### config.mk
export PLATFORM = sky130hd
export DESIGN_NAME = state_pointer_command_decoder
export DESIGN_NICKNAME = d
export VERILOG_FILES = /design/src/ptr_hold.v /design/src/header_match.v /design/src/state_pointer_command_decoder.v
export VERILOG_INCLUDE_DIRS = /design/src
export SDC_FILE = /design/constraint.sdc
export NUM_CORES = 1
export LEC_CHECK = 0
export ABC_AREA = 0
export BUFFER_PORTS_ARGS = -buffer_cell sky130_fd_sc_hd__buf_2
export CAP_MARGIN = 5
export CORE_MARGIN = 2
export CORE_UTILIZATION = 45
export CTS_CLUSTER_DIAMETER = 60
export DETAILED_ROUTE_END_ITERATION = 8
export PLACE_DENSITY_LB_ADDON = 0.1
export SETUP_SLACK_MARGIN = 0.05
export SLEW_MARGIN = 5
export SYNTH_ARGS = -nofsm -noshare
export SYNTH_HDL_FRONTEND = slang
export SYNTH_SLANG_ARGS = --single-unit
### constraint.sdc
create_clock -name core_clk -period 3 [get_ports core_clk]
set_input_delay 0.15 -clock core_clk [delete_from_list [all_inputs] [get_ports core_clk]]
set_output_delay 0.15 -clock core_clk [all_outputs]
set_load 0.005 [all_outputs]
### src/ptr_cmd_map.vh
`ifndef PTR_CMD_MAP_VH
`define PTR_CMD_MAP_VH

// Header dword fields
`define HDR_TYPE_HI 31
`define HDR_TYPE_LO 29
`define HDR_SUBTYPE_HI 28
`define HDR_SUBTYPE_LO 27
`define HDR_OPCODE_HI 26
`define HDR_OPCODE_LO 24
`define HDR_SUBOP_HI 23
`define HDR_SUBOP_LO 16
`define HDR_RSVD_HI 15
`define HDR_RSVD_LO 8
`define HDR_LEN_HI 7
`define HDR_LEN_LO 0

// Header field values
`define GRAPHICS_PIPE_CMD_TYPE 3'h3
`define THREE_D_CMD_SUBTYPE 2'h3
`define PIPELINED_STATE_OPCODE 3'h0
`define LENGTH_FIELD_TWO_DW 8'h00

// Sub-opcodes
`define SUBOP_BLEND 8'h24
`define SUBOP_DEPTH_STENCIL 8'h25
`define SUBOP_BT_VERTEX 8'h26
`define SUBOP_BT_HULL 8'h27
`define SUBOP_BT_DOMAIN 8'h28
`define SUBOP_BT_GEOMETRY 8'h29

// Dynamic state pointer fields
`define DYN_PTR_HI 31
`define DYN_PTR_LO 6
`define DYN_PAD_HI 5
`define DYN_PAD_LO 0

// Binding table pointer fields
`define BT_PAD_HI_HI 31
`define BT_PAD_HI_LO 16
`define BT_PTR_HI 15
`define BT_PTR_LO 5
`define BT_PAD_LO_HI 4
`define BT_PAD_LO_LO 0

// Target selector indices
`define TGT_BLEND 0
`define TGT_DEPTH 1
`define TGT_VERTEX 2
`define TGT_HULL 3
`define TGT_DOMAIN 4
`define TGT_GEOMETRY 5
`define TGT_COUNT 6

// Register indices on the software port
`define REG_CTRL 4'h0
`define REG_STATUS 4'h1
`define REG_BLEND 4'h2
`define REG_DEPTH 4'h3
`define REG_VERTEX 4'h4
`define REG_HULL 4'h5
`define REG_DOMAIN 4'h6
`define REG_GEOM 4'h7
`define REG_COUNT 4'h8

// Control reset values: stream on, lenient body check
`define CTRL_ENABLE_RST 1'b1
`define CTRL_STRICT_RST 1'b0

`endif

### src/ptr_hold.v
`timescale 1ns/1ps
`default_nettype none

// One latched state pointer, loaded only when its own target is written
module ptr_hold #(
	parameter WIDTH = 26
) (
	// Clock and reset
	input wire core_clk,
	input wire rst_b,
	// Load
	input wire load,
	input wire [WIDTH-1:0] load_value,
	// Held value
	output reg [WIDTH-1:0] ptr_reg
);

	// Value stays until the next load of this target
	always @(posedge core_clk or negedge rst_b) begin
		if (!rst_b) begin
			ptr_reg <= {WIDTH{1'b0}};
		end else if (load) begin
			ptr_reg <= load_value;
		end
	end

endmodule
`default_nettype wire

### src/header_match.v
`timescale 1ns/1ps
`default_nettype none
`include "ptr_cmd_map.vh"

// Combinational check of a header dword against the pipelined state group
module header_match (
	// Header dword
	input wire [31:0] header,
	// Results
	output wire group_ok,
	output wire form_ok,
	output wire [7:0] sub_opcode
);

	// Group match: type, subtype and opcode together
	assign group_ok =
		(header[`HDR_TYPE_HI:`HDR_TYPE_LO] == `GRAPHICS_PIPE_CMD_TYPE) &&
		(header[`HDR_SUBTYPE_HI:`HDR_SUBTYPE_LO] == `THREE_D_CMD_SUBTYPE) &&
		(header[`HDR_OPCODE_HI:`HDR_OPCODE_LO] == `PIPELINED_STATE_OPCODE);

	// Two-dword length and zero reserved byte
	assign form_ok =
		(header[`HDR_LEN_HI:`HDR_LEN_LO] == `LENGTH_FIELD_TWO_DW) &&
		(header[`HDR_RSVD_HI:`HDR_RSVD_LO] == 8'h00);

	assign sub_opcode = header[`HDR_SUBOP_HI:`HDR_SUBOP_LO];

endmodule
`default_nettype wire

### src/state_pointer_command_decoder.v
// Our own choices: the register addresses and strobed register access.
`timescale 1ns/1ps
`default_nettype none
`include "ptr_cmd_map.vh"

module state_pointer_command_decoder #(
	parameter DYN_W = 26,
	parameter BT_W = 11
) (
	// Clock and reset
	input wire core_clk,
	input wire rst_b,
	// Command dword stream from the command streamer
	input wire dw_valid,
	input wire [31:0] dw_data,
	output reg dw_ready,
	// Latched pointers to the fixed-function units
	output reg [DYN_W-1:0] blend_ptr,
	output reg [DYN_W-1:0] depth_stencil_ptr,
	output reg [BT_W-1:0] vertex_stage_bt_ptr,
	output reg [BT_W-1:0] hull_stage_bt_ptr,
	output reg [BT_W-1:0] domain_stage_bt_ptr,
	output reg [BT_W-1:0] geometry_stage_bt_ptr,
	// Event pulses
	output reg ptr_update,
	output reg [`TGT_COUNT-1:0] ptr_update_sel,
	output reg cmd_error,
	output reg cmd_skip,
	// Register port
	input wire [3:0] reg_addr,
	input wire [31:0] reg_wdata,
	input wire reg_wr,
	input wire reg_rd,
	output reg [31:0] reg_rdata
);

	// Register indices
	localparam [3:0] A_CTRL = `REG_CTRL;
	localparam [3:0] A_STATUS = `REG_STATUS;
	localparam [3:0] A_BLEND = `REG_BLEND;
	localparam [3:0] A_DEPTH = `REG_DEPTH;
	localparam [3:0] A_VERTEX = `REG_VERTEX;
	localparam [3:0] A_HULL = `REG_HULL;
	localparam [3:0] A_DOMAIN = `REG_DOMAIN;
	localparam [3:0] A_GEOM = `REG_GEOM;
	localparam [3:0] A_COUNT = `REG_COUNT;

	// Decoder states
	localparam [2:0] S_HEADER = 3'b001;
	localparam [2:0] S_BODY = 3'b010;
	localparam [2:0] S_SKIP = 3'b100;

	reg [2:0] state_reg;
	reg [2:0] state_next;
	reg [`TGT_COUNT-1:0] target_reg;
	reg [`TGT_COUNT-1:0] target_next;
	reg [7:0] skip_cnt_reg;
	reg [7:0] skip_cnt_next;
	reg enable_reg;
	reg strict_reg;
	reg err_sticky_reg;
	reg [15:0] cmd_cnt_reg;
	reg [`TGT_COUNT-1:0] load_sel;
	reg load_ok;
	reg err_now;
	reg skip_now;

	wire group_ok;
	wire form_ok;
	wire [7:0] sub_opcode;
	wire [DYN_W-1:0] blend_q;
	wire [DYN_W-1:0] depth_q;
	wire [BT_W-1:0] vertex_q;
	wire [BT_W-1:0] hull_q;
	wire [BT_W-1:0] domain_q;
	wire [BT_W-1:0] geom_q;
	wire [DYN_W-1:0] dyn_field;
	wire [BT_W-1:0] bt_field;
	wire dyn_pad_ok;
	wire bt_pad_ok;
	wire take;
	wire is_dyn_target;

	header_match u_match (
		.header(dw_data),
		.group_ok(group_ok),
		.form_ok(form_ok),
		.sub_opcode(sub_opcode)
	);

	////////////////////////////////////////////////////////////////////////
	// Body dword fields
	assign take = dw_valid && dw_ready;
	assign dyn_field = dw_data[`DYN_PTR_HI:`DYN_PTR_LO];
	assign dyn_pad_ok = (dw_data[`DYN_PAD_HI:`DYN_PAD_LO] == 6'h00);
	assign bt_field = dw_data[`BT_PTR_HI:`BT_PTR_LO];
	assign bt_pad_ok = (dw_data[`BT_PAD_HI_HI:`BT_PAD_HI_LO] == 16'h0000) &&
		(dw_data[`BT_PAD_LO_HI:`BT_PAD_LO_LO] == 5'h00);
	assign is_dyn_target = target_reg[`TGT_BLEND] || target_reg[`TGT_DEPTH];

	////////////////////////////////////////////////////////////////////////
	// Command state machine
	always @* begin
		state_next = state_reg;
		target_next = target_reg;
		skip_cnt_next = skip_cnt_reg;
		load_sel = {`TGT_COUNT{1'b0}};
		load_ok = 1'b0;
		err_now = 1'b0;
		skip_now = 1'b0;
		case (state_reg)
			S_HEADER: begin
				if (take) begin
					target_next = {`TGT_COUNT{1'b0}};
					// Sub-opcode selects at most one target
					if (sub_opcode == `SUBOP_BLEND) begin
						target_next[`TGT_BLEND] = 1'b1;
					end else if (sub_opcode == `SUBOP_DEPTH_STENCIL) begin
						target_next[`TGT_DEPTH] = 1'b1;
					end else if (sub_opcode == `SUBOP_BT_VERTEX) begin
						target_next[`TGT_VERTEX] = 1'b1;
					end else if (sub_opcode == `SUBOP_BT_HULL) begin
						target_next[`TGT_HULL] = 1'b1;
					end else if (sub_opcode == `SUBOP_BT_DOMAIN) begin
						target_next[`TGT_DOMAIN] = 1'b1;
					end else if (sub_opcode == `SUBOP_BT_GEOMETRY) begin
						target_next[`TGT_GEOMETRY] = 1'b1;
					end
					if (group_ok && form_ok && (target_next != 0)) begin
						state_next = S_BODY;
					end else begin
						// Foreign or malformed command: pass over its body by its length
						skip_now = 1'b1;
						err_now = group_ok && (target_next != 0);
						target_next = {`TGT_COUNT{1'b0}};
						skip_cnt_next = dw_data[`HDR_LEN_HI:`HDR_LEN_LO] + 8'h01;
						state_next = S_SKIP;
					end
				end
			end
			S_BODY: begin
				if (take) begin
					state_next = S_HEADER;
					// Strict mode refuses a body with nonzero reserved bits
					if (is_dyn_target ? (dyn_pad_ok || !strict_reg) :
						(bt_pad_ok || !strict_reg)) begin
						load_sel = target_reg;
						load_ok = 1'b1;
					end else begin
						err_now = 1'b1;
					end
				end
			end
			S_SKIP: begin
				if (take) begin
					skip_cnt_next = skip_cnt_reg - 8'h01;
					if (skip_cnt_reg == 8'h01) begin
						state_next = S_HEADER;
					end
				end
			end
			default: begin
				state_next = S_HEADER;
			end
		endcase
	end

	// State registers
	always @(posedge core_clk or negedge rst_b) begin
		if (!rst_b) begin
			state_reg <= S_HEADER;
			target_reg <= {`TGT_COUNT{1'b0}};
			skip_cnt_reg <= 8'h00;
		end else begin
			state_reg <= state_next;
			target_reg <= target_next;
			skip_cnt_reg <= skip_cnt_next;
		end
	end

	////////////////////////////////////////////////////////////////////////
	// One holder per target, so one command never disturbs another stage
	ptr_hold #(.WIDTH(DYN_W)) u_blend (
		.core_clk(core_clk), .rst_b(rst_b),
		.load(load_sel[`TGT_BLEND]), .load_value(dyn_field),
		.ptr_reg(blend_q)
	);
	ptr_hold #(.WIDTH(DYN_W)) u_depth (
		.core_clk(core_clk), .rst_b(rst_b),
		.load(load_sel[`TGT_DEPTH]), .load_value(dyn_field),
		.ptr_reg(depth_q)
	);
	ptr_hold #(.WIDTH(BT_W)) u_vertex (
		.core_clk(core_clk), .rst_b(rst_b),
		.load(load_sel[`TGT_VERTEX]), .load_value(bt_field),
		.ptr_reg(vertex_q)
	);
	ptr_hold #(.WIDTH(BT_W)) u_hull (
		.core_clk(core_clk), .rst_b(rst_b),
		.load(load_sel[`TGT_HULL]), .load_value(bt_field),
		.ptr_reg(hull_q)
	);
	ptr_hold #(.WIDTH(BT_W)) u_domain (
		.core_clk(core_clk), .rst_b(rst_b),
		.load(load_sel[`TGT_DOMAIN]), .load_value(bt_field),
		.ptr_reg(domain_q)
	);
	ptr_hold #(.WIDTH(BT_W)) u_geom (
		.core_clk(core_clk), .rst_b(rst_b),
		.load(load_sel[`TGT_GEOMETRY]), .load_value(bt_field),
		.ptr_reg(geom_q)
	);

	////////////////////////////////////////////////////////////////////////
	// Outputs come from flops; pointers mirror holders one cycle later
	always @(posedge core_clk or negedge rst_b) begin
		if (!rst_b) begin
			blend_ptr <= {DYN_W{1'b0}};
			depth_stencil_ptr <= {DYN_W{1'b0}};
			vertex_stage_bt_ptr <= {BT_W{1'b0}};
			hull_stage_bt_ptr <= {BT_W{1'b0}};
			domain_stage_bt_ptr <= {BT_W{1'b0}};
			geometry_stage_bt_ptr <= {BT_W{1'b0}};
			ptr_update <= 1'b0;
			ptr_update_sel <= {`TGT_COUNT{1'b0}};
			cmd_error <= 1'b0;
			cmd_skip <= 1'b0;
			dw_ready <= 1'b0;
		end else begin
			blend_ptr <= blend_q;
			depth_stencil_ptr <= depth_q;
			vertex_stage_bt_ptr <= vertex_q;
			hull_stage_bt_ptr <= hull_q;
			domain_stage_bt_ptr <= domain_q;
			geometry_stage_bt_ptr <= geom_q;
			ptr_update <= load_ok;
			ptr_update_sel <= load_sel;
			cmd_error <= err_now;
			cmd_skip <= skip_now;
			dw_ready <= enable_reg; // Software can hold off the stream
		end
	end

	////////////////////////////////////////////////////////////////////////
	// Control, sticky error and command count
	always @(posedge core_clk or negedge rst_b) begin
		if (!rst_b) begin
			enable_reg <= `CTRL_ENABLE_RST;
			strict_reg <= `CTRL_STRICT_RST;
			err_sticky_reg <= 1'b0;
			cmd_cnt_reg <= 16'h0000;
		end else begin
			if (reg_wr && (reg_addr == A_CTRL)) begin
				enable_reg <= reg_wdata[0];
				strict_reg <= reg_wdata[1];
			end
			// Set wins over a clear in the same cycle
			if (err_now) begin
				err_sticky_reg <= 1'b1;
			end else if (reg_wr && (reg_addr == A_STATUS) && reg_wdata[0]) begin
				err_sticky_reg <= 1'b0;
			end
			if (load_ok) begin
				cmd_cnt_reg <= cmd_cnt_reg + 16'h0001;
			end
		end
	end

	// Read data valid the cycle after the read strobe only
	always @(posedge core_clk or negedge rst_b) begin
		if (!rst_b) begin
			reg_rdata <= 32'h00000000;
		end else if (!reg_rd) begin
			reg_rdata <= 32'h00000000;
		end else if (reg_addr == A_CTRL) begin
			reg_rdata <= {30'h0, strict_reg, enable_reg};
		end else if (reg_addr == A_STATUS) begin
			reg_rdata <= {28'h0, state_reg, err_sticky_reg};
		end else if (reg_addr == A_BLEND) begin
			reg_rdata <= {blend_q, 6'h00};
		end else if (reg_addr == A_DEPTH) begin
			reg_rdata <= {depth_q, 6'h00};
		end else if (reg_addr == A_VERTEX) begin
			reg_rdata <= {16'h0, vertex_q, 5'h00};
		end else if (reg_addr == A_HULL) begin
			reg_rdata <= {16'h0, hull_q, 5'h00};
		end else if (reg_addr == A_DOMAIN) begin
			reg_rdata <= {16'h0, domain_q, 5'h00};
		end else if (reg_addr == A_GEOM) begin
			reg_rdata <= {16'h0, geom_q, 5'h00};
		end else if (reg_addr == A_COUNT) begin
			reg_rdata <= {16'h0, cmd_cnt_reg};
		end else begin
			reg_rdata <= 32'h00000000; // Unmapped reads zero
		end
	end

endmodule
`default_nettype wire

==> run_results.csv <==
group,metric,value,unit
layout,largest_register_ffs,32,
power_and_ir_drop,max-vdd-ir-drop,0.405,mV
timing,finClkSkew,0.0129,ns
logic_synthesis,syn_avg_cell_area,13.8,µm²
timing,worst_hold_margin,0.0287,ns
job,max_cap_viol_count,0,
timing,rsz0062_at_grt,"no",
critical_path,critical_path.max_stage_delay,0.72,ns
layout,antenna-diode-count,0,
global_route,largest_net_degree_at_the_start_of_global_routing,84,
routing,detail-route-antenna-nets,0,
timing,timing.final.setup_violations,0,
layout,top_register,"reg_rdata",
layout,final_cell_mix,"sky130_fd_sc_hd__dfrtp_1 (268), sky130_fd_sc_hd__buf_2 (179), sky130_fd_sc_hd__mux2_2 (91), sky130_fd_sc_hd__nand2_1 (43), sky130_fd_sc_hd__nor2_1 (34)",
critical_path,cp.arrival,2.86,ns
clocking,clock_latency,0.54,ns
floorplanning,fp-row-count,55,
clocking,h-tree-depth,1,
layout,multiInputGateArea,3220,µm²
routing,drt-wirelength-per-cell,19.5,µm
floorplanning,die_w,154,µm
critical_path,required,3.41,ns
floorplanning,boundaryPins,211,
critical_path,worstPathCellList,"dlygate4sd3_1, buf_2, nor4_1, buf_4, nand4bb_1, or4_1, nor2b_1, a22o_1",
global_route,grt_overflow_total,0,
critical_path,crit_start_category,"primary input",
critical_path,end_kind,"flip-flop",
placement,port_buffers,180,
critical_path,critPathTopFamily,"simple AND/OR/NAND/NOR gates",
clocking,post_cts_buffers,0,
global_route,first_global_vias,6973,
timing,maxClockFrequency,0.408,GHz
critical_path,critPathMaxFanout,9,
critical_path,timing.critical_path.depth,8,
logic_synthesis,async_flop_share,1.00,
power_and_ir_drop,power_leakage,6.77,nW
layout,layout_commonest_cell,"sky130_fd_sc_hd__dfrtp_1",
min_path,hold_path_cells,2,
logic_synthesis,synthFlopType,"sky130_fd_sc_hd__dfrtp_1",
routing,route.detailed.vias_per_inst,5.30,
timing,worstMarginPinSlew,0.949,ns
global_route,wire_length_of_the_first_global_routing_pass,39000,µm
timing,final_critical_path_required_period,2.45,ns
clocking,clkSinkCount,270,
layout,area_growth_synth_to_finish,24.8,%
global_route,gr-usage-all-layers,0.209,
clocking,clock_tree_from_tritoncts,"done",
timing,fin_hold_viols,0,
logic_synthesis,synth.ff_latch_count,270,
layout,filler_cell_count,1859,
critical_path,worstRegToRegCells,5,
floorplanning,start_util,0.454,
floorplanning,fp.dieH,154,µm
timing,final_min_period_over_clock_period,0.816,
routing,drc_violations_left,0,
critical_path,crit_type,"primary input to flip-flop",
routing,detail_route.iter0.violations,382,
clocking,ctsLongestPathBuffers,3,
floorplanning,die_area,23900,µm²
power_and_ir_drop,p_per_area,618,nW/µm²
logic_synthesis,synth.lib_cells_used.distinct,56,
logic_synthesis,synth_cells,737,
placement,gpl.final_weighted_congestion,0.866,
critical_path,worstPathBufferInverterCount,3,
logic_synthesis,synth-edff-count,0,
placement,hpwlAfterDp,16800,µm
clocking,clock_tree.root_cell,"sky130_fd_sc_hd__clkbuf_16",
critical_path,cp_slowest_cell,"sky130_fd_sc_hd__or4_1",
layout,area.sequential,6760,µm²
timing,setup_tns,0,ns
clocking,cts_repair_resize_count,0,
timing,timing.max_slew.rel_slack,0.366,
clocking,cts.reportedPaths.clkPinSlew,0.06,ns
min_path,hold_path_class,"primary input to flip-flop",
routing,route.vias.total,6719,
global_route,antenna_violations_before_repair,0,
logic_synthesis,yosys_warnings,0,
clocking,cts-buffers-inserted,29,
timing,final-max-slew-violation-count,0,
logic_synthesis,synth.yosys.seq_area_share,0.663,
logic_synthesis,synth_nets,815,
routing,drt_pass1_iterations,5,
floorplanning,core_area,22400,µm²
layout,final_layout_size_suffix_gt1_frac,0.357,
layout,layout.nets,1038,
status,status,"completed",
logic_synthesis,syn-cell-area,10200,µm²
routing,postRouteWirelength,24700,µm
## path summary, 6_finish.rpt
check,end,slack (ns),startpoint
worst max-delay path,skip_cnt_reg[0]$_DFFE_PN0P_,0.55,dw_data[25]
worst min-delay path,u_domain.ptr_reg[0]$_DFFE_PN0P_,0.03,dw_data[5]
worst max register to register,skip_cnt_reg[1]$_DFFE_PN0P_,0.61,state_reg[2]$_DFFE_PN0P_
worst min register to register,blend_ptr[0]$_DFF_PN0_,0.38,u_blend.ptr_reg[0]$_DFFE_PN0P_
max in group asynchronous,geometry_stage_bt_ptr[6]$_DFF_PN0_,1.86,rst_b
min in group asynchronous,depth_stencil_ptr[4]$_DFF_PN0_,0.20,rst_b
## per-stage QoR
step | area [µm²] | std cells | utilization | setup WS, ns | total power [mW]
after floorplan | 10200 | 737 | - | 0.857 | 4.10
after global placement | 11400 | 1181 | 0.509 | 0.470 | 4.32
after detailed placement | 11400 | 1181 | 0.509 | 0.435 | 4.36
after CTS | 12700 | 1267 | 0.567 | 0.493 | 7.93
after global routing | 12700 | 1267 | 0.567 | 0.356 | 8.17
final | 12700 | 1267 | 0.567 | 0.552 | 7.86
## logic make-up (layout without fill, tap and decap cells)
family / Yosys count / count (layout) / share of synthesized area
muxes: 126 / 126 / 0.140
buffers and inverters: 48 / 293 / 0.0211
and+or+nand+nor: 176 / 176 / 0.0909
xor gates and xnor gates: 22 / 22 / 0.0189
adders and majority gates: 5 / 5 / 0.00614
DFF: 270 / 270 / 0.663
AOI/OAI and AO/OA: 90 / 90 / 0.0593
## power breakdown
group | switching [mW] | leakage (nW) | internal, mW | total (mW)
Combinational | 0.312 | 2.55 | 0.199 | 0.510
Clock | 1.37 | 0.478 | 2.15 | 3.53
Sequential | 0.0969 | 3.74 | 3.72 | 3.82
## final cells by class
class / instances / share of cell area
tap: 285 / 0.0280
inverter: 14 / 0.00413
clock inverter: 8 / 0.00797
multi-input combinational: 419 / 0.253
clock buffer: 45 / 0.0681
timing repair buffer: 226 / 0.107
sequential: 270 / 0.531
## cells in the mapped netlist (all sizes together), types with 3 or more instances
library cell / n / area share
a21oi: 16 / 0.0079
a22o: 4 / 0.0034
a22oi: 5 / 0.0037
a311oi: 10 / 0.0086
and3: 10 / 0.0061
and4: 3 / 0.0026
buf: 15 / 0.0090
clkbuf: 19 / 0.0070
dfrtp: 268 / 0.66
ha: 5 / 0.0061
inv: 14 / 0.0052
mux2: 109 / 0.12
mux2i: 17 / 0.017
nand2: 47 / 0.018
nand2b: 4 / 0.0025
nand3: 17 / 0.0084
nand4: 8 / 0.0049
nor2: 34 / 0.013
nor2b: 16 / 0.0098
nor3: 9 / 0.0044
nor4: 8 / 0.0049
o21ai: 27 / 0.013
o22ai: 11 / 0.0074
o2bb2ai: 5 / 0.0043
or2: 3 / 0.0018
or3: 3 / 0.0018
xnor2: 18 / 0.015
xor2: 4 / 0.0034
## layer usage
| layer | routed length [µm] | global-route usage | vias up | share of wire |
|---|---|---|---|---|
| met2 | 12700 | 0.372 | 219 | 0.51 |
| li1 | - | - | 3057 | - |
| met4 | 342 | 0.0410 | 0 | 0.014 |
| met1 | 10300 | 0.272 | 3414 | 0.42 |
| met5 | 0 | 0 | - | 0 |
| met3 | 1410 | 0.0347 | 29 | 0.057 |
## repair_timing
item                                    4_1_cts  5_1_grt
hold endpoints to repair                    159        0
hold buffers                                 33        0
endpoints found under the setup margin        0        0
## worst reg2reg max path, cell delays in order, from the launching register on
cell                      delay [ns]
sky130_fd_sc_hd__dfrtp_1        0.50
sky130_fd_sc_hd__or3b_2         0.65
sky130_fd_sc_hd__nor2_1         0.13
sky130_fd_sc_hd__or4_1          0.33
sky130_fd_sc_hd__nor2b_1        0.41
sky130_fd_sc_hd__mux2i_1        0.27
No activity file was read; power rests on OpenSTA's default activity.
